File: config.mk
export PLATFORM = sky130hd
export DESIGN_NAME = output_on_off_and_fault_clear
export DESIGN_NICKNAME = d
export VERILOG_FILES = /design/src/logic/output_on_off_and_fault_clear.v /design/src/logic/sync2.v /design/src/logic/on_decision.v
export VERILOG_INCLUDE_DIRS = /design/src /design/src/logic
export SDC_FILE = /design/constraint.sdc
export NUM_CORES = 1
export LEC_CHECK = 0
export ABC_AREA = 0
export BUFFER_PORTS_ARGS = -buffer_cell sky130_fd_sc_hd__buf_2
export CAP_MARGIN = 5
export CORE_UTILIZATION = 45
export CTS_BUF_LIST = sky130_fd_sc_hd__clkbuf_8
export DETAILED_ROUTE_END_ITERATION = 7
export PLACE_DENSITY = 0.72
export REMOVE_ABC_BUFFERS = 1
export SLEW_MARGIN = 20
export SYNTH_ARGS = -nofsm -noshare
export SYNTH_HDL_FRONTEND = slang
export SYNTH_HIERARCHICAL = 1
export SYNTH_SLANG_ARGS = --single-unit
export TNS_END_PERCENT = 1
File: constraint.sdc
create_clock -name clk -period 2.2 [get_ports clk]
set_input_delay 0.44 -clock clk [delete_from_list [all_inputs] [get_ports clk]]
set_output_delay 0.44 -clock clk [all_outputs]
set_load 0.05 [all_outputs]
File: src/logic/onoff_consts.vh
`ifndef ONOFF_CONSTS_VH
`define ONOFF_CONSTS_VH

// command codes seen on the command port
`define CMD_PAGE          8'h00
`define CMD_OPERATION     8'h01
`define CMD_ON_OFF_CFG    8'h02
`define CMD_CLEAR_FAULTS  8'h03
`define CMD_STATUS_WORD   8'h79

// page selection codes, taken from data bits 7 and 0
`define PAGE_FIRST        2'b00
`define PAGE_SECOND       2'b01
`define PAGE_ILLEGAL      2'b10
`define PAGE_BOTH         2'b11
`define PAGE_BIT_HI       7
`define PAGE_BIT_LO       0
`define PAGE_RST          2'b00

// turn-on source configuration fields
`define CFG_ALWAYS_ON_BIT 4
`define CFG_BUS_EN_BIT    3
`define CFG_PIN_EN_BIT    2
`define CFG_SENSE_BIT     1
`define CFG_OFF_ACT_BIT   0
`define CFG_ALWAYS_ON_RST 1'b1
`define CFG_BUS_EN_RST    1'b0
`define CFG_PIN_EN_RST    1'b1

// operation register fields
`define OP_ON_BIT         7
`define OP_MARGIN_HI      5
`define OP_MARGIN_LO      2
`define OP_ON_RST         1'b0
`define OP_MARGIN_RST     4'h0

// status register reset
`define STATUS_RST        8'h00

`endif

File: src/logic/output_on_off_and_fault_clear.v
// Function
// top three config bits dropped, read zero
// always_on_select low means on with power
// bus_command_enable gates the bus request
// pin_response_enable low ignores enable pin
// pin mode needs power, pin, bus term
// pin_sense_level picks enable pin polarity
// new polarity takes effect after restart
// pin_off_action reads zero, writes dropped
// fault clear routed by page selection
// fault clear wipes selected status at once
// fault clear releases the alert output once no status bit is left
// fault clear never restarts latched channel
// persisting fault sets its bit again
// fault clear is command code only
// two-bit page code, 10 ignored
// enable pin passes two-flop synchroniser
`include "onoff_consts.vh"

module output_on_off_and_fault_clear #(
   parameter NCH = 2
) (
   input  wire             clk,              // system clock, 100 MHz
   input  wire             rst,              // synchronous reset, high
   input  wire             cmd_valid,        // one-cycle command strobe
   input  wire             cmd_write,        // 1 write, 0 read
   input  wire             cmd_has_data,     // a data byte came along
   input  wire [7:0]       cmd_code,         // command code
   input  wire [7:0]       cmd_data,         // data byte of a write
   output reg              rsp_valid,        // one-cycle answer strobe
   output reg  [7:0]       rsp_data,         // read data
   output reg              rsp_error,        // command refused
   input  wire [NCH-1:0]   enable_pin,       // raw enable pins
   input  wire [NCH-1:0]   supply_low_flag,  // input undervoltage
   input  wire [NCH-1:0]   nv_sense_level,   // stored pin polarity
   input  wire [8*NCH-1:0] fault_active,     // fault conditions, level
   input  wire [NCH-1:0]   fault_latch,      // latch-off fault pulse
   output wire [NCH-1:0]   output_enable,    // channel output enables
   output wire [NCH-1:0]   latched_off,      // channel latched off
   output wire [1:0]       page_sel,         // current page code
   output wire             alert_n_o,        // alert pin drive level
   output wire             alert_n_oe        // alert pin pulled low
);

   // page, alert and per-channel word buses
   reg  [1:0]       page_q;
   reg              alert_q;
   wire [1:0]       page_d;
   wire [NCH-1:0]   pin_sync;
   wire [NCH-1:0]   sel;
   wire [NCH-1:0]   clr;
   wire [8*NCH-1:0] status_d_all;
   wire [8*NCH-1:0] status_all;
   wire [8*NCH-1:0] cfg_rd_all;
   wire [8*NCH-1:0] op_rd_all;
   wire             wr_ok;
   wire             is_clear;
   wire             clear_ok;
   wire             rd_ch;
   wire             known;
   reg  [7:0]       rd_mux;
   reg              err_d;

   // command decode, refusal terms and paged read words
   wire             is_page;
   wire             is_oper;
   wire             is_cfg;
   wire             is_stat;
   wire             page_bad;
   wire             any_status;
   wire             ref_clear;
   wire             ref_write;
   wire             ref_read;
   wire             rd_ok;
   wire [7:0]       rd_op;
   wire [7:0]       rd_cfg;
   wire [7:0]       rd_stat;

   // enable pins are asynchronous to clk
   sync2 #(
      .W (NCH)
   ) u_pin_sync (
      .clk (clk),
      .rst (rst),
      .d   (enable_pin),
      .q   (pin_sync)
   );

   // command decode; the flags feed the refusal terms and the
   // register writes, while the read mux compares the code again
   assign is_page  = cmd_code == `CMD_PAGE;
   assign is_oper  = cmd_code == `CMD_OPERATION;
   assign is_cfg   = cmd_code == `CMD_ON_OFF_CFG;
   assign is_stat  = cmd_code == `CMD_STATUS_WORD;
   assign is_clear = cmd_code == `CMD_CLEAR_FAULTS;
   assign known    = is_page | is_oper | is_cfg | is_stat | is_clear;

   // command qualification
   assign wr_ok    = cmd_valid & cmd_write & cmd_has_data;
   assign clear_ok = cmd_valid & cmd_write & ~cmd_has_data & is_clear;

   // page selection register; the illegal code leaves it unchanged
   assign page_d   = {cmd_data[`PAGE_BIT_HI], cmd_data[`PAGE_BIT_LO]};
   assign page_bad = page_d == `PAGE_ILLEGAL;
   always @(posedge clk) begin
      if (rst) begin
         page_q <= `PAGE_RST;
      end else if (wr_ok && is_page && !page_bad) begin
         page_q <= page_d;
      end
   end
   assign page_sel = page_q;

   // channel targets; reads with both selected look at the first page
   assign sel[0] = (page_q == `PAGE_FIRST) | (page_q == `PAGE_BOTH);
   assign sel[1] = (page_q == `PAGE_SECOND) | (page_q == `PAGE_BOTH);
   assign rd_ch  = page_q == `PAGE_SECOND;
   assign clr    = sel & {NCH{clear_ok}};

   genvar g;
   generate
      for (g = 0; g < NCH; g = g + 1) begin : ch
         // per-channel registers and their next state
         reg        always_on_q;
         reg        bus_en_q;
         reg        pin_en_q;
         reg        sense_reg_q;
         reg        sense_eff_q;
         reg        on_q;
         reg  [3:0] margin_q;
         reg  [7:0] status_q;
         wire [7:0] status_d;
         wire       wr_here;
         wire       cfg_wr;
         wire       op_wr;

         assign wr_here = wr_ok & sel[g];
         assign cfg_wr  = wr_here & is_cfg;
         assign op_wr   = wr_here & is_oper;

         // turn-on source configuration; bits 7:5 and 0 are not stored
         always @(posedge clk) begin
            if (rst) begin
               always_on_q <= `CFG_ALWAYS_ON_RST;
               bus_en_q    <= `CFG_BUS_EN_RST;
               pin_en_q    <= `CFG_PIN_EN_RST;
               sense_reg_q <= nv_sense_level[g];
            end else if (cfg_wr) begin
               always_on_q <= cmd_data[`CFG_ALWAYS_ON_BIT];
               bus_en_q    <= cmd_data[`CFG_BUS_EN_BIT];
               pin_en_q    <= cmd_data[`CFG_PIN_EN_BIT];
               sense_reg_q <= cmd_data[`CFG_SENSE_BIT];
            end
         end

         // polarity in use is only reloaded by a restart, so a live
         // write cannot flip the channel on or off by surprise
         always @(posedge clk) begin
            if (rst) begin
               sense_eff_q <= nv_sense_level[g];
            end
         end

         // operation register: bus request and stored margin code
         always @(posedge clk) begin
            if (rst) begin
               on_q     <= `OP_ON_RST;
               margin_q <= `OP_MARGIN_RST;
            end else if (op_wr) begin
               on_q     <= cmd_data[`OP_ON_BIT];
               margin_q <= cmd_data[`OP_MARGIN_HI:`OP_MARGIN_LO];
            end
         end

         // status: a fault still present wins over the clear
         assign status_d = (status_q & ~{8{clr[g]}}) |
                           fault_active[8*g+7:8*g];
         always @(posedge clk) begin
            if (rst) begin
               status_q <= `STATUS_RST;
            end else begin
               status_q <= status_d;
            end
         end

         // words gathered for the read path and the alert; the next
         // status goes out so the alert lands with the clear
         assign status_d_all[8*g+7:8*g] = status_d;
         assign status_all[8*g+7:8*g]   = status_q;
         assign cfg_rd_all[8*g+7:8*g]   = {3'h0, always_on_q, bus_en_q,
                                           pin_en_q, sense_reg_q,
                                           1'b0};
         assign op_rd_all[8*g+7:8*g]    = {on_q, 1'b0, margin_q, 2'h0};

         on_decision u_dec (
            .clk         (clk),
            .rst         (rst),
            .always_on_n (always_on_q),
            .bus_en      (bus_en_q),
            .pin_en      (pin_en_q),
            .sense_level (sense_eff_q),
            .pin_sync    (pin_sync[g]),
            .bus_req     (on_q),
            .supply_low  (supply_low_flag[g]),
            .latch_fault (fault_latch[g]),
            .enable_q    (output_enable[g]),
            .latched_q   (latched_off[g])
         );
      end
   endgenerate

   // any bit left set once this cycle's clear is applied
   assign any_status = |status_d_all;

   // alert follows the status contents; released in the clear cycle
   // unless an unselected channel keeps a bit or a fault still present sets its bit again
   always @(posedge clk) begin
      if (rst) begin
         alert_q <= 1'b0;
      end else begin
         alert_q <= any_status;
      end
   end
   assign alert_n_o  = 1'b0;
   assign alert_n_oe = alert_q;

   // word of the paged channel; with both pages the first one answers
   assign rd_op   = rd_ch ? op_rd_all[15:8] : op_rd_all[7:0];
   assign rd_cfg  = rd_ch ? cfg_rd_all[15:8] : cfg_rd_all[7:0];
   assign rd_stat = rd_ch ? status_all[15:8] : status_all[7:0];

   // read data selection
   always @* begin
      case (cmd_code)
         `CMD_PAGE: begin
            rd_mux = {page_q[1], 6'h00, page_q[0]};
         end
         `CMD_OPERATION: begin
            rd_mux = rd_op;
         end
         `CMD_ON_OFF_CFG: begin
            rd_mux = rd_cfg;
         end
         `CMD_STATUS_WORD: begin
            rd_mux = rd_stat;
         end
         default: begin
            rd_mux = 8'h00;
         end
      endcase
   end

   // refusal terms: a clear must come bare, a write needs its data
   // byte, status is read-only and page code 10 is illegal
   assign ref_clear = ~cmd_write | cmd_has_data;
   assign ref_write = ~cmd_has_data | is_stat | (is_page & page_bad);
   assign ref_read  = cmd_has_data;

   // refused commands change no register and return no data
   always @* begin
      if (!known) begin
         err_d = 1'b1;
      end else if (is_clear) begin
         err_d = ref_clear;
      end else if (cmd_write) begin
         err_d = ref_write;
      end else begin
         err_d = ref_read;
      end
   end

   // only an accepted read loads a word into the answer
   assign rd_ok = cmd_valid & ~cmd_write & ~err_d;

   // one answer strobe per command, the cycle after it
   always @(posedge clk) begin
      if (rst) begin
         rsp_valid <= 1'b0;
         rsp_error <= 1'b0;
      end else begin
         rsp_valid <= cmd_valid;
         rsp_error <= cmd_valid & err_d;
      end
   end

   // zero outside accepted reads, so a stale word never rides along
   // with a later answer
   always @(posedge clk) begin
      if (rst) begin
         rsp_data <= 8'h00;
      end else if (rd_ok) begin
         rsp_data <= rd_mux;
      end else begin
         rsp_data <= 8'h00;
      end
   end

endmodule

File: src/logic/sync2.v
module sync2 #(
   parameter W = 2
) (
   input  wire         clk,   // system clock
   input  wire         rst,   // synchronous reset, active high
   input  wire [W-1:0] d,     // asynchronous inputs
   output wire [W-1:0] q      // synchronised outputs
);

   reg [W-1:0] meta_q;
   reg [W-1:0] sync_q;

   // two flops; the first is read only by the second
   always @(posedge clk) begin
      if (rst) begin
         meta_q <= {W{1'b0}};
         sync_q <= {W{1'b0}};
      end else begin
         meta_q <= d;
         sync_q <= meta_q;
      end
   end

   assign q = sync_q;

endmodule

File: src/logic/on_decision.v
module on_decision (
   input  wire clk,          // system clock
   input  wire rst,          // synchronous reset, active high
   input  wire always_on_n,  // always_on_select bit (0 = always on)
   input  wire bus_en,       // bus_command_enable bit
   input  wire pin_en,       // pin_response_enable bit
   input  wire sense_level,  // polarity in force since last reset
   input  wire pin_sync,     // synchronised enable_pin
   input  wire bus_req,      // bus_turn_request (operation on bit)
   input  wire supply_low,   // supply_low_flag
   input  wire latch_fault,  // fault that latches the channel off
   output reg  enable_q,     // channel output enable
   output reg  latched_q     // channel latched off by fault
);

   reg pin_act;
   reg request;

   // turn-on decision from the source configuration
   always @* begin
      pin_act = sense_level ? pin_sync : ~pin_sync;
      if (!always_on_n) begin
         request = ~supply_low;
      end else if (!pin_en) begin
         request = ~supply_low & bus_en & bus_req;
      end else begin
         request = ~supply_low & pin_act & (~bus_en | bus_req);
      end
   end

   // latch holds until the request itself drops; a status clear never
   // reaches here, so the channel stays off after faults are cleared
   always @(posedge clk) begin
      if (rst) begin
         latched_q <= 1'b0;
         enable_q  <= 1'b0;
      end else begin
         if (latch_fault) begin
            latched_q <= 1'b1;
         end else if (!request) begin
            latched_q <= 1'b0;
         end
         enable_q <= request & ~latched_q & ~latch_fault;
      end
   end

endmodule

# Yosys cells after proc, flatten, opt, wreduce, memory -nomap -nowiden
# Index checks and enable logic that the tools add are counted.
[classes] n_reduce_logical=9 n_eq_ne=9 n_bitwise=58 muxes=21
[ops] op="one-hot mux 8 bit (4 select lines)" count=1
[ops] op="AND 1 bit" count=26
[ops] op="2-to-1 mux 1 bit" count=17
[ops] op="AND 8 bit" count=2
[ops] op="equality test 8 x 2 -> 1 bit, second input constant" count=2
[ops] op="2-to-1 mux 8 bit" count=2
[ops] op="NOT 8 bit" count=2
[ops] op="bitwise OR 8 bit" count=2
[ops] op="OR reduction 16 bit" count=1
[ops] op="NOT 1 bit" count=14
[ops] op="bitwise OR 1 bit" count=11
[ops] op="equality test 8 x 1 -> 1 bit, second input constant" count=1
[ops] op="equality test 8 x 7 -> 1 bit, second input constant" count=1
[ops] op="zero test 8 bit" count=1
[ops] op="2-to-1 mux 5 bit" count=1
[ops] op="equality test 2 bit, second input constant" count=2
[ops] op="!= test 2 bit, second input constant" count=2
[ops] op="nonzero test 2 bit" count=2
[ops] op="AND 2 bit" count=1
[ops] op="equality test 2 x 1 -> 1 bit, second input constant" count=1
[ops] op="logical AND 1 bit" count=2
[ops] op="zero test 2 bit" count=1
[ops] op="OR reduction 2 bit" count=1
[ops] op="zero test 1 bit" count=1
[word_totals] wordCells=124 output_inout_bits=18 regBits=57

# Logic depth before layout (Yosys ltp)
[logic_depth] word_depth=10 ltp_mapped=7 mapped_depth_nobuf=6

# Modules after synthesis
# The synthesis kept the hierarchy.
[modules_own_cells] mod="output_on_off_and_fault_clear" n_inst=1 cells_per_inst=234 area_per_inst_um2=2254.7
[modules_own_cells] mod="on_decision" n_inst=2 cells_per_inst=12 area_per_inst_um2=112.6
[modules_own_cells] mod="sync2" n_inst=1 cells_per_inst=8 area_per_inst_um2=105.1

# Worst setup path before layout
# OpenSTA, ideal clock, no wires.
[synth_timing] path_type="flip-flop to flip-flop" from="register page_q[0] (netlist: page_sel[0])" to="register ch[1].always_on_q" arrival_ps=2183 period_less_slack_ps=2303 required_time_ps=2080 n_path_buf=1 slack_ps=-103 stages_incl_launch_ff=6 path_cell_list="dfxtp_1 ha_1 clkbuf_1 o2111a_1 or3b_1 a211o_1"
[synth_between] elab_chain_len=4 elab_cells_between_ends=5 classes_between="eq/ne (2); bitwise (3)"
[synth_lines] item="from (decl)" line_no="output_on_off_and_fault_clear.v:46" text="reg [1:0] page_q;"
[synth_lines] item="from (signal assigned)" line_no="output_on_off_and_fault_clear.v:107" text="page_q <= `PAGE_RST;"
[synth_lines] item="from (signal assigned)" line_no="output_on_off_and_fault_clear.v:109" text="page_q <= page_d;"
[synth_lines] item="equality test 2 x 1 -> 1 bit (no line) / equality test 2 bit (equally long branches)"
[synth_lines] item="bitwise OR 1 bit (*)" line_no="output_on_off_and_fault_clear.v:116" text="assign sel[1] = (page_q == `PAGE_SECOND) | (page_q == `PAGE_BOTH);"
[synth_lines] item="AND 1 bit (*)" line_no="output_on_off_and_fault_clear.v:137" text="assign wr_here = wr_ok & sel[g];"
[synth_lines] item="AND 1 bit (*)" line_no="output_on_off_and_fault_clear.v:138" text="assign cfg_wr = wr_here & is_cfg;"
[synth_lines] item="to (signal assigned)" line_no="output_on_off_and_fault_clear.v:144" text="always_on_q <= `CFG_ALWAYS_ON_RST;"
[synth_lines] item="to (signal assigned)" line_no="output_on_off_and_fault_clear.v:149" text="always_on_q <= cmd_data[`CFG_ALWAYS_ON_BIT];"
[synth_lines] item="to (decl)" line_no="output_on_off_and_fault_clear.v:124" text="reg always_on_q;"
# Every way passes the cells marked *; elsewhere a longest branch is shown, timed or not.
# A chain may end at the register's enable or synchronous reset.

# Worst setup path after layout
# Ends and elaborated chain as after synthesis.

==> flow_metrics.env <==
export IMPL_initial_drt_markers=90
export IMPL_total_placed_instance_area_um2=3000
export IMPL_cp_cell_sequence="ha_1, o2111a_1, or3b_1, a211o_1"
export IMPL_number_of_flip_flops_under_the_largest_register_name=16
export IMPL_ir_worst_vdd_uv=494
export IMPL_largest_registers="ch.status_q: 16 flops, ch.margin_q: 8 flops, rsp_data: 8 flops"
export IMPL_clock_tree_buffer_depth=2
export IMPL_routed_via_density=5.42
export IMPL_grt_remaining_overflow=0
export IMPL_power_per_cell_area_nw_per_um2=724
export IMPL_yosysUniqueCellTypes=54
export IMPL_drv_max_cap_violation_count=0
export IMPL_crit_arrival_ps=2120
export IMPL_tritoncts="yes"
export IMPL_netSwitchingFraction=0.225
export IMPL_criticalPathCategory="reg2reg"
export IMPL_critical_path_peak_fanout=5
export IMPL_share_of_final_layout_standard_cells_stronger_than_drive_strength_1=0.339
export IMPL_setup_viol=0
export IMPL_largest_register="ch.status_q"
export IMPL_routed_wirelength_um=6060
export IMPL_combPwrFrac=0.086
export IMPL_report_final_hold_viol_count=0
export IMPL_first_global_vias=2211
export IMPL_synth_yosys_seq_area_share=0.457
export IMPL_timing_critical_path_buf_inv=0
export IMPL_clock_sinks=57
export IMPL_finalCritPeriodShare=0.866
export IMPL_post_synth_instance_area_um2=2580
export IMPL_start_util=0.469
export IMPL_placement_rows=27
export IMPL_leakagePower_nw=1.45
export IMPL_synth_edff_count=4
export IMPL_post_dp_hpwl_um=4460
export IMPL_grt_first_pass_wirelength_um=10100
export IMPL_ant_nets=0
export IMPL_synthesis_yosys_warnings=6
export IMPL_htree_levels=3
export IMPL_place_congestion=0.837
export IMPL_worstSetupStartpointType="flop"
export IMPL_synthToLayoutAreaGrowth_pct=24.5
export IMPL_most_common_cell_after_layout_fill_and_taps_aside="sky130_fd_sc_hd__buf_2"
export IMPL_worst_hold_path_type="in2reg"
export IMPL_die_height_um=77.8
export IMPL_grt_max_degree=54
export IMPL_total_switching_power_mw=0.525
export IMPL_root_buffer="sky130_fd_sc_hd__clkbuf_8"
export IMPL_global_route_usage_total=0.219
export IMPL_placement_io_buffers=60
export IMPL_final_cell_mix="sky130_fd_sc_hd__buf_2 (60), sky130_fd_sc_hd__dfxtp_1 (53), sky130_fd_sc_hd__nor2_1 (26)"
export IMPL_syn_mean_instance_area_um2=9.72
export IMPL_fmax_mhz=525
export IMPL_instances_no_fill=414
export IMPL_clk_pin_slew_worst_paths_ps=60
export IMPL_netlist_instances=266
export IMPL_tightest_slew_ps=505
export IMPL_grt_setup_unrepaired="false"
export IMPL_run_status="finished, final reports clean"
export IMPL_clk_insertion_delay_late_ps=330
export IMPL_fin_worst_skew_ps=5.42
export IMPL_die_area_um2=6050
export IMPL_critical_path_max_stage_delay_ps=460
export IMPL_drt_drc_violations_left=0
export IMPL_dp_cells=399
export IMPL_num_io_pins=63
export IMPL_final_nets=385
export IMPL_dieWidth_um=77.8
export IMPL_critical_path_required_ps=2420
export IMPL_core_area_um2=5510
export IMPL_antenna_cells_inserted=0
export IMPL_design_area_um2=3220
export IMPL_drt_pre_antenna_iters=4
export IMPL_timing_reg2reg_setup_slack_ps=290
export IMPL_cts_hold_buffers_added=0
export IMPL_grt_antenna_before_repair=0
export IMPL_ys_flop_type="sky130_fd_sc_hd__dfxtp_1"
export IMPL_internal_power_mw=1.81
export IMPL_crit_path_end_kind="flop"
export IMPL_ys_async_sr_fraction=0
export IMPL_power_frac_clock=0.439
export IMPL_whs_ps=304
export IMPL_post_cts_resized_instances=0
export IMPL_timing_max_slew_rel_slack=0.664
export IMPL_num_vias=2243
export IMPL_routed_wire_length_per_instance_um=14.6
export IMPL_timing_critical_path_max_delay_family="compound AO/OA/AOI/OAI gates"
export IMPL_worst_path_max_delay_cell="sky130_fd_sc_hd__or3b_1"
export IMPL_drv_slew=0
export IMPL_synth_seq_cells=57
export IMPL_cts_setup_buffers=0
export IMPL_pwr_share_seq=0.475
export IMPL_period_minus_slack_ps=1910
export IMPL_cts_buffers_inserted=9
## power groups by stage
stage / clock network, mW / logic (mW) / registers (mW)
6_report: 1.02 / 0.201 / 1.11
4_1_cts: 1.04 / 0.201 / 1.11
5_1_grt: 1.09 / 0.221 / 1.11
3_5_place_dp: 0 / 0.200 / 1.13
3_3_place_gp: 0 / 0.196 / 1.13
2_1_floorplan: 0 / 0.0802 / 1.14
## synthesized netlist by cell type (2+ instances only)
cell / count / area [µm²]
sky130_fd_sc_hd__nand4_1: 3 / 18.8
sky130_fd_sc_hd__and4_1: 2 / 17.5
sky130_fd_sc_hd__o22ai_1: 3 / 18.8
sky130_fd_sc_hd__or4_1: 2 / 15.0
sky130_fd_sc_hd__clkbuf_1: 8 / 30.0
sky130_fd_sc_hd__mux2_2: 11 / 124
sky130_fd_sc_hd__a221oi_1: 3 / 26.3
sky130_fd_sc_hd__nor3b_1: 2 / 15.0
sky130_fd_sc_hd__a311oi_2: 2 / 30.0
sky130_fd_sc_hd__buf_6: 3 / 33.8
sky130_fd_sc_hd__mux2i_1: 12 / 120
sky130_fd_sc_hd__or4_4: 3 / 33.8
sky130_fd_sc_hd__nor4_2: 2 / 25.0
sky130_fd_sc_hd__xnor2_1: 2 / 17.5
sky130_fd_sc_hd__dfxtp_1: 53 / 1060
sky130_fd_sc_hd__nand2b_1: 5 / 31.3
sky130_fd_sc_hd__and3_1: 4 / 25.0
sky130_fd_sc_hd__ha_1: 2 / 25.0
sky130_fd_sc_hd__nand2_1: 11 / 41.3
sky130_fd_sc_hd__inv_1: 13 / 48.8
sky130_fd_sc_hd__or3b_1: 3 / 26.3
sky130_fd_sc_hd__nor4_1: 8 / 50.1
sky130_fd_sc_hd__nand3_1: 5 / 25.0
sky130_fd_sc_hd__a22oi_1: 5 / 37.5
sky130_fd_sc_hd__nor2_1: 26 / 97.6
sky130_fd_sc_hd__o21ai_1: 9 / 45.0
sky130_fd_sc_hd__or2_2: 2 / 12.5
sky130_fd_sc_hd__a31o_2: 2 / 17.5
sky130_fd_sc_hd__a211o_1: 4 / 35.0
sky130_fd_sc_hd__a311oi_1: 2 / 17.5
sky130_fd_sc_hd__nor2b_1: 9 / 56.3
sky130_fd_sc_hd__a21oi_1: 18 / 90.1
sky130_fd_sc_hd__and3b_1: 3 / 26.3
sky130_fd_sc_hd__edfxtp_1: 4 / 120
## per-layer routing
layer / part of all wire / routed length, µm / global-route usage
met4: 0.016 / 98 / 0.109
met1: 0.46 / 2770 / 0.272
met3: 0.066 / 401 / 0.0424
met5: 0 / 0 / 0
met2: 0.46 / 2790 / 0.360
## kinds of logic (layout without fill, tap and decap cells)
kind of cell	after synthesis	in the layout	synth area share
compound gates	57	57	0.154
xor+xnor	2	2	0.00678
fa+ha+maj	2	2	0.00968
buf+inv	26	102	0.0484
flops	57	57	0.457
mux	23	23	0.0944
other cells	1	1	0.00145
simple gates	98	98	0.228
## cell type report
cell class | instances | area, µm²
multi-input cells | 183 | 1280
inverters | 13 | 48.8
well taps | 72 | 90.1
repair buffers | 74 | 405
fillers | 482 | 2290
flip-flops and latches | 57 | 1180
clock buffers | 13 | 179
clock inverters | 2 | 35.0
## stage by stage
step	utilization	TNS [ps]	power [mW]	setup slack [ps]
floorplan	-	-929	1.22	-201
global placement	0.546	0	1.32	28.6
detailed placement	0.546	0	1.33	0.898
CTS	0.584	0	2.35	316
global route	0.584	0	2.42	229
finish	0.584	0	2.33	294
## worst paths after layout
path | start | endpoint | cells after the start
min reg2reg | u_pin_sync/meta_q[0]$_SDFF_PP0_ | u_pin_sync/q[0]$_SDFF_PP0_ | 1
min | nv_sense_level[0] | ch[0].sense_eff_q$_DFFE_PP_ | 1
max | page_sel[0]$_SDFFE_PP0P_ | ch[1].always_on_q$_SDFFE_PP1P_ | 4
max reg2reg | page_sel[0]$_SDFFE_PP0P_ | ch[1].always_on_q$_SDFFE_PP1P_ | 4
(Power assumes the default switching activity.)
